[src/hw/rtcie_pkg.sv]
// Package of register map, field positions and timing counts for the interrupt enable block
package rtcie_pkg;

  // ==========================================================
  // Register byte offsets
  localparam logic [7:0] RTCIE_OFS_CTRL   = 8'h00;
  localparam logic [7:0] RTCIE_OFS_STATUS = 8'h04;
  localparam logic [7:0] RTCIE_OFS_CLEAR  = 8'h08;
  localparam logic [7:0] RTCIE_OFS_IEN    = 8'h0C;
  localparam logic [7:0] RTCIE_OFS_PINST  = 8'h10;

  // ==========================================================
  // Control fields
  localparam int RTCIE_CTRL_UIE  = 0;
  localparam int RTCIE_CTRL_TIE  = 1;
  localparam int RTCIE_CTRL_AIE  = 2;
  localparam int RTCIE_CTRL_MIN  = 3;
  localparam logic [3:0] RTCIE_CTRL_RST = 4'h0;

  // Status fields (sticky events, same layout for clear and enable)
  localparam int RTCIE_ST_UPD   = 0;
  localparam int RTCIE_ST_CNT   = 1;
  localparam int RTCIE_ST_ALM   = 2;
  localparam int RTCIE_ST_W     = 3;

  // ==========================================================
  // Timing
  localparam int  RTCIE_CLK_HZ       = 50_000_000;
  localparam int  RTCIE_UPW_SEC_US   = 500_000;   // 500 ms
  localparam int  RTCIE_UPW_MIN_US   = 15_600;    // 15.6 ms
  localparam int  RTCIE_CPW_US       = 7_813;     // countdown width, 7.813 ms
  localparam longint RTCIE_UPW_SEC_CYC = (longint'(RTCIE_UPW_SEC_US) * RTCIE_CLK_HZ) / 1_000_000;
  localparam longint RTCIE_UPW_MIN_CYC = (longint'(RTCIE_UPW_MIN_US) * RTCIE_CLK_HZ) / 1_000_000;
  localparam longint RTCIE_CPW_CYC     = (longint'(RTCIE_CPW_US) * RTCIE_CLK_HZ) / 1_000_000;

  // Pulse timer state
  typedef enum logic [1:0] {RTCIE_IDLE = 2'b00, RTCIE_LOW = 2'b01} rtcie_pulse_e;

  // Event bundle
  typedef struct packed {
    logic alarm;
    logic countdown;
    logic update;
  } rtcie_evt_s;

endpackage

[src/hw/rtcie_pulse.sv]
// Self-releasing low pulse timer for one interrupt source
`timescale 1ns/1ps
`default_nettype none
module rtcie_pulse
  import rtcie_pkg::*;
#(
  parameter int CW = 25
)(
  // Clock and reset
  input  wire logic          pclk,
  input  wire logic          presetn,
  // Control
  input  wire logic          enable,
  input  wire logic          trigger,
  input  wire logic [CW-1:0] width,
  // Result
  output logic               active
);

  rtcie_pulse_e st_q;
  rtcie_pulse_e st_d;
  logic [CW-1:0] cnt_q;
  logic [CW-1:0] cnt_d;

  // A one-bit counter cannot hold a width and its expiry apart
  if (CW < 2)
  begin : g_bad_cw
    $error("rtcie_pulse: counter width too small");
  end

  // Next state: retrigger restarts, disable cancels, count expiry releases
  always_comb
  begin
    st_d  = st_q;
    cnt_d = cnt_q;
    if (!enable)
    begin
      st_d  = RTCIE_IDLE;
      cnt_d = '0;
    end
    else if (trigger)
    begin
      st_d  = RTCIE_LOW;
      cnt_d = width;
    end
    else if (st_q == RTCIE_LOW)
    begin
      if (cnt_q <= CW'(1))
        st_d = RTCIE_IDLE;
      cnt_d = cnt_q - CW'(1);
    end
  end

  // Registers
  always_ff @(posedge pclk or negedge presetn)
  begin
    if (!presetn)
    begin
      st_q  <= RTCIE_IDLE;
      cnt_q <= '0;
    end
    else
    begin
      st_q  <= st_d;
      cnt_q <= cnt_d;
    end
  end

  assign active = (st_q == RTCIE_LOW);

endmodule
`default_nettype wire

[src/hw/rtcie_top.sv]
// Interrupt enable gating for update, countdown and alarm events with APB registers
// Behaviour
// - Update disabled: no output, no flag, cancel
// - Update enabled: drive low, set flag
// - Update pulse self-releases after its width
// - Countdown disabled: no output, cancel pulse
// - Countdown enabled: low pulse, self-releases
`timescale 1ns/1ps
`default_nettype none
module rtcie_top
  import rtcie_pkg::*;
#(
  parameter longint UPD_SEC_CYC = RTCIE_UPW_SEC_CYC,
  parameter longint UPD_MIN_CYC = RTCIE_UPW_MIN_CYC,
  parameter longint CNT_CYC     = RTCIE_CPW_CYC
)(
  // APB slave
  input  wire logic        pclk,
  input  wire logic        presetn,
  input  wire logic        psel,
  input  wire logic        penable,
  input  wire logic        pwrite,
  input  wire logic [7:0]  paddr,
  input  wire logic [31:0] pwdata,
  output logic [31:0]      prdata,
  output logic             pready,
  output logic             pslverr,
  // Event pulses from the timebase, same clock
  input  wire logic        update_evt,
  input  wire logic        countdown_evt,
  input  wire logic        alarm_evt,
  // Alarm flag cleared by host
  input  wire logic        alarm_flag_clear,
  // Device pin and flags
  output logic             int_n,
  output logic             update_event_flag,
  output logic             irq
);

  localparam int CW = 25;

  // Widths must fit the pulse counters; refused at elaboration, not at run time
  if (UPD_SEC_CYC < 1 || UPD_MIN_CYC < 1 || CNT_CYC < 1 ||
      UPD_SEC_CYC >= (longint'(1) << CW) || CNT_CYC >= (longint'(1) << CW) ||
      UPD_MIN_CYC >= (longint'(1) << CW))
  begin : g_bad_width
    $error("rtcie_top: pulse width parameter out of range");
  end

  // ==========================================================
  // Registers
  logic [3:0]          ctrl_q, ctrl_d;
  logic [RTCIE_ST_W-1:0] stat_q, stat_d;
  logic [RTCIE_ST_W-1:0] ien_q, ien_d;
  logic                uf_q, uf_d;
  logic                alm_q, alm_d;
  logic [31:0]         rd_q, rd_d;
  logic                wr, rd, wr_clr;
  logic                update_irq_enable, countdown_irq_enable, alarm_irq_enable;
  logic                upd_act, cnt_act;
  logic [CW-1:0]       upd_width;
  rtcie_evt_s          evt;

  assign update_irq_enable    = ctrl_q[RTCIE_CTRL_UIE];
  assign countdown_irq_enable = ctrl_q[RTCIE_CTRL_TIE];
  assign alarm_irq_enable     = ctrl_q[RTCIE_CTRL_AIE];
  assign evt     = '{alarm: alarm_evt, countdown: countdown_evt, update: update_evt};
  assign wr      = psel && penable && pwrite;
  assign rd      = psel && !penable && !pwrite;
  assign wr_clr  = wr && (paddr == RTCIE_OFS_CLEAR);
  // Minute mode selects the short update pulse
  assign upd_width = ctrl_q[RTCIE_CTRL_MIN] ? CW'(UPD_MIN_CYC) : CW'(UPD_SEC_CYC);

  // ==========================================================
  // Pulse timers
  rtcie_pulse #(.CW(CW)) u_upd (
    .pclk    (pclk),
    .presetn (presetn),
    .enable  (update_irq_enable),
    .trigger (evt.update),
    .width   (upd_width),
    .active  (upd_act)
  );

  rtcie_pulse #(.CW(CW)) u_cnt (
    .pclk    (pclk),
    .presetn (presetn),
    .enable  (countdown_irq_enable),
    .trigger (evt.countdown),
    .width   (CW'(CNT_CYC)),
    .active  (cnt_act)
  );

  // ==========================================================
  // Next values: flags, alarm hold, register writes, read data
  always_comb
  begin
    ctrl_d = ctrl_q;
    ien_d  = ien_q;
    uf_d   = uf_q;
    alm_d  = alm_q;
    stat_d = stat_q;
    rd_d   = rd_q;
    // Flag set only while enabled; set wins over host clear
    if (evt.update && update_irq_enable)
      uf_d = 1'b1;
    else if (wr_clr && pwdata[RTCIE_ST_UPD])
      uf_d = 1'b0;
    // Alarm held until its flag is cleared; disable cancels
    if (!alarm_irq_enable)
      alm_d = 1'b0;
    else if (evt.alarm)
      alm_d = 1'b1;
    else if (alarm_flag_clear)
      alm_d = 1'b0;
    // Sticky status, set wins over clear
    if (wr_clr)
      stat_d = stat_q & ~pwdata[RTCIE_ST_W-1:0];
    if (evt.update && update_irq_enable)
      stat_d[RTCIE_ST_UPD] = 1'b1;
    if (evt.countdown && countdown_irq_enable)
      stat_d[RTCIE_ST_CNT] = 1'b1;
    if (evt.alarm && alarm_irq_enable)
      stat_d[RTCIE_ST_ALM] = 1'b1;
    // Writes in access phase
    if (wr)
    begin
      if (paddr == RTCIE_OFS_CTRL)
        ctrl_d = pwdata[3:0];
      else if (paddr == RTCIE_OFS_IEN)
        ien_d = pwdata[RTCIE_ST_W-1:0];
    end
    // Read data captured in setup, so it is stable in access
    if (rd)
    begin
      rd_d = 32'h0000_0000;
      if (paddr == RTCIE_OFS_CTRL)
        rd_d[3:0] = ctrl_q;
      else if (paddr == RTCIE_OFS_STATUS)
        rd_d[RTCIE_ST_W-1:0] = stat_q;
      else if (paddr == RTCIE_OFS_IEN)
        rd_d[RTCIE_ST_W-1:0] = ien_q;
      else if (paddr == RTCIE_OFS_PINST)
        rd_d[3:0] = {alm_q, cnt_act, upd_act, uf_q};
      else if (paddr == RTCIE_OFS_CLEAR)
        rd_d = 32'h0000_0000;
    end
  end

  // Registers
  always_ff @(posedge pclk or negedge presetn)
  begin
    if (!presetn)
    begin
      ctrl_q <= RTCIE_CTRL_RST;
      ien_q  <= '0;
      stat_q <= '0;
      uf_q   <= 1'b0;
      alm_q  <= 1'b0;
      rd_q   <= 32'h0000_0000;
    end
    else
    begin
      ctrl_q <= ctrl_d;
      ien_q  <= ien_d;
      stat_q <= stat_d;
      uf_q   <= uf_d;
      alm_q  <= alm_d;
      rd_q   <= rd_d;
    end
  end

  // ==========================================================
  // Outputs; pin is low while any source is active
  assign int_n             = !(upd_act || cnt_act || alm_q);
  assign update_event_flag = uf_q;
  assign irq               = |(stat_q & ien_q);
  assign prdata            = rd_q;
  assign pready            = 1'b1;
  // Address decode of the five mapped words
  function automatic logic rtcie_mapped(input logic [7:0] a);
    return (a == RTCIE_OFS_CTRL) || (a == RTCIE_OFS_STATUS) || (a == RTCIE_OFS_IEN) ||
           (a == RTCIE_OFS_PINST) || (a == RTCIE_OFS_CLEAR);
  endfunction

  // Unmapped address: error flagged in the access phase itself, no wait state
  assign pslverr = psel && penable && !rtcie_mapped(paddr);

  // ==========================================================
  // Checks
  a_upd_off_quiet: assert property (@(posedge pclk) disable iff (!presetn)
    !update_irq_enable |=> !upd_act)
    else $error("update pulse active while disabled");
  a_upd_no_flag: assert property (@(posedge pclk) disable iff (!presetn)
    (!update_irq_enable && !uf_q) |=> !uf_q)
    else $error("update flag set while disabled");
  a_upd_fires: assert property (@(posedge pclk) disable iff (!presetn)
    (update_evt && update_irq_enable) |=> (!int_n && uf_q))
    else $error("update event did not drive pin and flag");
  a_upd_release: assert property (@(posedge pclk) disable iff (!presetn)
    $fell(upd_act) |-> ($past(u_upd.cnt_q) <= CW'(1) || !$past(update_irq_enable)))
    else $error("update pulse released early");
  a_cnt_off_quiet: assert property (@(posedge pclk) disable iff (!presetn)
    !countdown_irq_enable |=> !cnt_act)
    else $error("countdown pulse active while disabled");
  a_cnt_fires: assert property (@(posedge pclk) disable iff (!presetn)
    (countdown_evt && countdown_irq_enable) |=> (cnt_act && !int_n))
    else $error("countdown event did not drive pin");
  a_cnt_release: assert property (@(posedge pclk) disable iff (!presetn)
    $rose(cnt_act) |-> cnt_act until_with (u_cnt.cnt_q <= CW'(1) || !countdown_irq_enable
    || countdown_evt))
    else $error("countdown pulse ended without expiry");
  a_alm_hold: assert property (@(posedge pclk) disable iff (!presetn)
    (alm_q && alarm_irq_enable && !alarm_flag_clear) |=> alm_q)
    else $error("alarm level dropped before flag clear");
  a_alm_cancel: assert property (@(posedge pclk) disable iff (!presetn)
    !alarm_irq_enable |=> !alm_q)
    else $error("alarm level held while disabled");

endmodule
`default_nettype wire

[config.mk]
export PLATFORM = sky130hd
export DESIGN_NAME = rtcie_top
export DESIGN_NICKNAME = d
export VERILOG_FILES = /design/src/hw/rtcie_pkg.sv /design/src/hw/rtcie_pulse.sv /design/src/hw/rtcie_top.sv
export SDC_FILE = /design/constraint.sdc
export NUM_CORES = 1
export LEC_CHECK = 0
export ABC_AREA = 1
export BUFFER_PORTS_ARGS = -buffer_cell sky130_fd_sc_hd__clkbuf_2
export CORE_UTILIZATION = 41
export DETAILED_ROUTE_END_ITERATION = 7
export RECOVER_POWER = 25
export SLEW_MARGIN = 5
export SYNTH_ARGS = -nofsm -noshare
export SYNTH_HDL_FRONTEND = slang
export SYNTH_SLANG_ARGS = --single-unit
[constraint.sdc]
create_clock -name pclk -period 3.5 [get_ports pclk]
set_clock_uncertainty 0.15 [all_clocks]
set_input_delay 0.7 -clock pclk [delete_from_list [all_inputs] [get_ports pclk]]
set_output_delay 0.7 -clock pclk [all_outputs]
set_load 0.02 [all_outputs]
Word-level counts from Yosys, hierarchy flattened
Cells that the tools add are included.
{"block": "totals", "regBits": 98, "output_inout_bits": 37}
{"block": "classes", "addsub": 2, "magnitude_cmp": 2, "eq_ne": 11, "muxes": 31, "bitwise": 4, "reduce_logical": 30}
{"op": "2-to-1 mux 25 bit", "count": 7}
{"op": "<= comparator 25 x 1 -> 1 bit, second input constant", "count": 2}
{"op": "subtractor 25 x 1 -> 25 bit, second input constant", "count": 2}
{"op": "2-to-1 mux 28 bit", "count": 1}
{"op": "== test 8 x 4 -> 1 bit, second input constant", "count": 2}
{"op": "2-to-1 mux 2 bit", "count": 8}
{"op": "inequality test 3 x 2 -> 1 bit, second input constant", "count": 4}
{"op": "logical AND 1 bit", "count": 10}
{"op": "2-to-1 mux 1 bit", "count": 10}
{"op": "2-to-1 mux 3 bit", "count": 3}
{"op": "== test 8 x 3 -> 1 bit, second input constant", "count": 1}
{"op": "== test 8 x 5 -> 1 bit, second input constant", "count": 1}
{"op": "zero test 8 bit", "count": 1}
{"op": "2-to-1 mux 4 bit", "count": 2}
{"op": "nonzero test 2 bit", "count": 4}
{"op": "AND 3 bit", "count": 2}
{"op": "logical OR 1 bit", "count": 6}
{"op": "AND reduction 2 bit", "count": 3}
{"op": "== test 2 x 1 -> 1 bit, second input constant", "count": 2}
{"op": "zero test 1 bit", "count": 4}
{"op": "inequality test 3 bit, second input constant", "count": 1}
{"op": "inverter 3 bit", "count": 1}
{"op": "AND reduction 3 bit", "count": 1}
{"op": "OR reduction 3 bit", "count": 1}
{"op": "inverter 1 bit", "count": 1}

Longest topological paths before layout
{"block": "logic_depth", "word_depth": 7, "depth_mapped": 10, "depth_no_buf": 10}

Cells and area by module
A second synthesis with hierarchy kept.
{"block": "unflattened", "hier_cells": 774, "area_unflattened_um2": 5168.7}
{"module": "rtcie_pulse", "instances": 2, "cells_each": 309, "area_each_um2": 1994.4}
{"module": "rtcie_top", "instances": 1, "cells_each": 156, "area_each_um2": 1179.9}

Worst setup path after synthesis
OpenSTA, ideal clock, no wires.
{"block": "synth_path", "path_type": "in2out", "from": "input port paddr[5]", "to": "output port pslverr", "arrival_ns": 1.385, "t_required_ns": 2.650, "slack_ns": 1.265, "stages": 4, "path_buffers": 0, "cell_sequence": "inv_1 nand3_1 nor2_1 nor3_1"}
{"block": "synth_between", "elab_chain_cells": 7, "word_cells_on_any_way": 11, "classes_between": "eq/ne (4); reduce/logical (7)"}
{"element": "start: declaration", "line": "rtcie_top.sv:23", "text": "input wire logic [7:0] paddr,"}
{"element": "== test 8 x 3 -> 1 bit or zero test 8 bit (tied branches)", "line": "rtcie_top.sv:182", "text": "return (a == RTCIE_OFS_CTRL) || (a == RTCIE_OFS_STATUS) || (a == RTCIE_OFS_IEN) ||"}
{"element": "logical OR 1 bit (3 in a row)", "line": "rtcie_top.sv:182"}
{"element": "logical OR 1 bit (*)", "line": "rtcie_top.sv:183", "text": "(a == RTCIE_OFS_PINST) || (a == RTCIE_OFS_CLEAR);"}
{"element": "zero test 1 bit (*)", "line": "rtcie_top.sv:187", "text": "assign pslverr = psel && penable && !rtcie_mapped(paddr);"}
{"element": "logical AND 1 bit (*)", "line": "rtcie_top.sv:187"}
{"element": "end: declaration", "line": "rtcie_top.sv:27", "text": "output logic pslverr,"}
Mark *: on every way between the ends. The rest lies on a longest branch, timed or not.

Worst setup path in the final report
{"block": "layout_path", "from": "input port paddr[3]", "to": "output port pslverr"}
The elaborated chain is that of the path after synthesis.

==> results.yml <==
placed_design:
  hpwl_um: 7720
  place_congestion: 0.893
  port_buffers: 28
timing:
  slew_headroom: 0.311
  hold_viol: 0
  fmax_mhz: 426
  min_period_over_period: 0.671
  rsz0062_at_grt: "no"
  tns_ps: 0
  drv_slew: 0
  min_period_ps: 2350
  setup_viol: 0
  tightestPinTransition_ps: 1030
worst_setup_path:
  required_ps: 2650
  start_kind: "input pin"
  worst-path-max-fanout: 5
  cp-end-kind: "primary output"
  crit_arrival_ps: 1500
  crit_type: "input pin to primary output"
synthesis:
  synth_seq_cells: 68
  netlist_top_cells_area: "dfrtp_1 38%, nand2_1 14%, nor2_1 8.0%, buf_4 5.4%, inv_1 4.8%"
  yosysWarningCount: 0
  async_flop_share: 1.00
  synth_seq_area_share: 0.381
  yosysTopAreaCell: "dfrtp_1"
  netlist-cell-type-count: 39
  ys.flop_type: "dfrtp_1"
  avgSynthCellArea_um2: 6.90
  netlist_area_um2: 4470
  synth_top_cell_area_share: 0.381
  synth_edf_count: 0
  netlist_instances: 647
cells_and_area:
  regArea_um2: 1700
  nFillCells: 1125
  layout_commonest_cell: "nand2_1"
  final_nets: 734
  multi_input_area_um2: 2320
  final_cell_mix: "172 x nand2_1, 95 x nor2_1, 68 x dfrtp_1"
  diodes: 0
  drive_gt1_frac: 0.141
  syn_to_final_growth_pct: 8.71
detailed_routing:
  first_pass_iters: 4
  drcViolationCount: 0
  drtIter0Drc: 169
  via_per_inst: 4.83
  routed_wl_um: 10100
  wl_per_cell_um: 12.3
  ant_nets: 0
  vias: 3971
clock_tree:
  post_cts_buffers: 0
  holdBufCountCts: 0
  cts_buffers: 9
  cts_buffer_depth: 2
  cts_resized: 0
  clkTransAtPathRegs_ps: 70
  cts_tree: "done"
  clk_latency_ps: 360
  htreeDepth: 3
  cts.sinks: 68
  cts_root_buffer: "clkbuf_8"
global_route:
  grt_pass1_wl_um: 17600
  grt_pass1_vias: 3767
  grt_overflow: 0
  grt_max_degree: 47
  antenna_found_initial: 0
  grtUsageTotal: 0.199
die:
  die_area_um2: 11300
  die_w_um: 106
  io_pins: 86
  die_height_um: 106
  rows: 37
  start_util: 0.427
  core_um2: 10500
pwr:
  power_uw: 1740
  power.density_nw_per_um2: 359
  p_leak_uw: 0.00278
  vdd_drop_max_mv: 0.180
run:
  max-cap-violations: 0
min_path:
  min_path_type: "register to register"
outcome:
  status: "finished, final reports clean"
## state kept, by name, indices dropped and copies added, names as in the netlist
register / flops
ctrl_q: 4
u_cnt.cnt_q: 25
prdata: 4
u_upd.st_q: 1
u_cnt.st_q: 1
u_upd.cnt_q: 25
ien_q: 3
alm_q: 1
update_event_flag: 1
stat_q: 3
## per-layer routing
| layer | global-route usage | part of all wire |
|---|---|---|
| met1 | 0.274 | 0.50 |
| met2 | 0.313 | 0.45 |
| met3 | 0.0325 | 0.037 |
| met4 | 0.0714 | 0.013 |
| met5 | 0 | 0 |
## cell usage after synthesis (all sizes together), types with 2 or more instances
master and instances:
a21oi 28, buf 35, conb 2, dfrtp 68
ha 4, inv 73, nand2 181, nand3 45
nand3b 2, nand4 9, nor2 117, nor3 9
o21ai 51, o22ai 2, or2 2, xnor2 3
xor2 5
## path summary, 6_finish.rpt
path                            slack [ps]         endpoint  cells past startpoint            from
worst max-delay path                  1150          pslverr                      6        paddr[3]
worst min-delay path                   350        prdata[1]                      2       prdata[1]
worst max register to register        1500  u_cnt.cnt_q[22]                      9  u_cnt.cnt_q[0]
worst min register to register         350        prdata[1]                      2       prdata[1]
max in group asynchronous             2050  u_cnt.cnt_q[17]                      2         presetn
min in group asynchronous              370   u_upd.cnt_q[9]                      1         presetn
## power by group
group / internal [µW] / switching [µW]
Clock: 417 / 312
Combinational: 59.7 / 142
Sequential: 800 / 13.7
Total: 1280 / 468
## critical path: stages
cell	delay, ps
clkbuf_2	110
nor2_1	100
nand2_1	70
nor2_1	270
nor3_1	90
clkbuf_2	160
## cell type report
type | instances | area share
flip-flops and latches | 68 | 0.350
repair buffers | 32 | 0.0343
clock buffers | 11 | 0.0291
inverters | 74 | 0.0572
multi-input cells | 496 | 0.478
well taps | 136 | 0.0350
clock inverters | 5 | 0.0155
## kinds of logic (layout without fill, tap and decap cells)
family	Yosys count	in the layout	share of synthesized area
other cells	2	29	0.00168
simple gates	367	367	0.366
buf+inv	110	122	0.122
fa+ha+maj	4	4	0.0112
xor+xnor	8	8	0.0157
flops	68	68	0.381
compound gates	88	88	0.103
## metrics by stage
| step | instances | hold WS (ps) | utilization | worst slack (ps) | cell area [µm²] |
|---|---|---|---|---|---|
| 2_1_floorplan | 674 | 254 | - | 1260 | 4570 |
| 3_3_place_gp | 806 | 320 | 0.444 | 1140 | 4640 |
| 3_5_place_dp | 806 | 328 | 0.444 | 1140 | 4640 |
| 4_1_cts | 822 | 345 | 0.464 | 1140 | 4860 |
| 5_1_grt | 822 | 384 | 0.464 | 1070 | 4860 |
| 6_report | 822 | 349 | 0.464 | 1150 | 4860 |
Note: power is estimated with default switching activity, not from simulation.
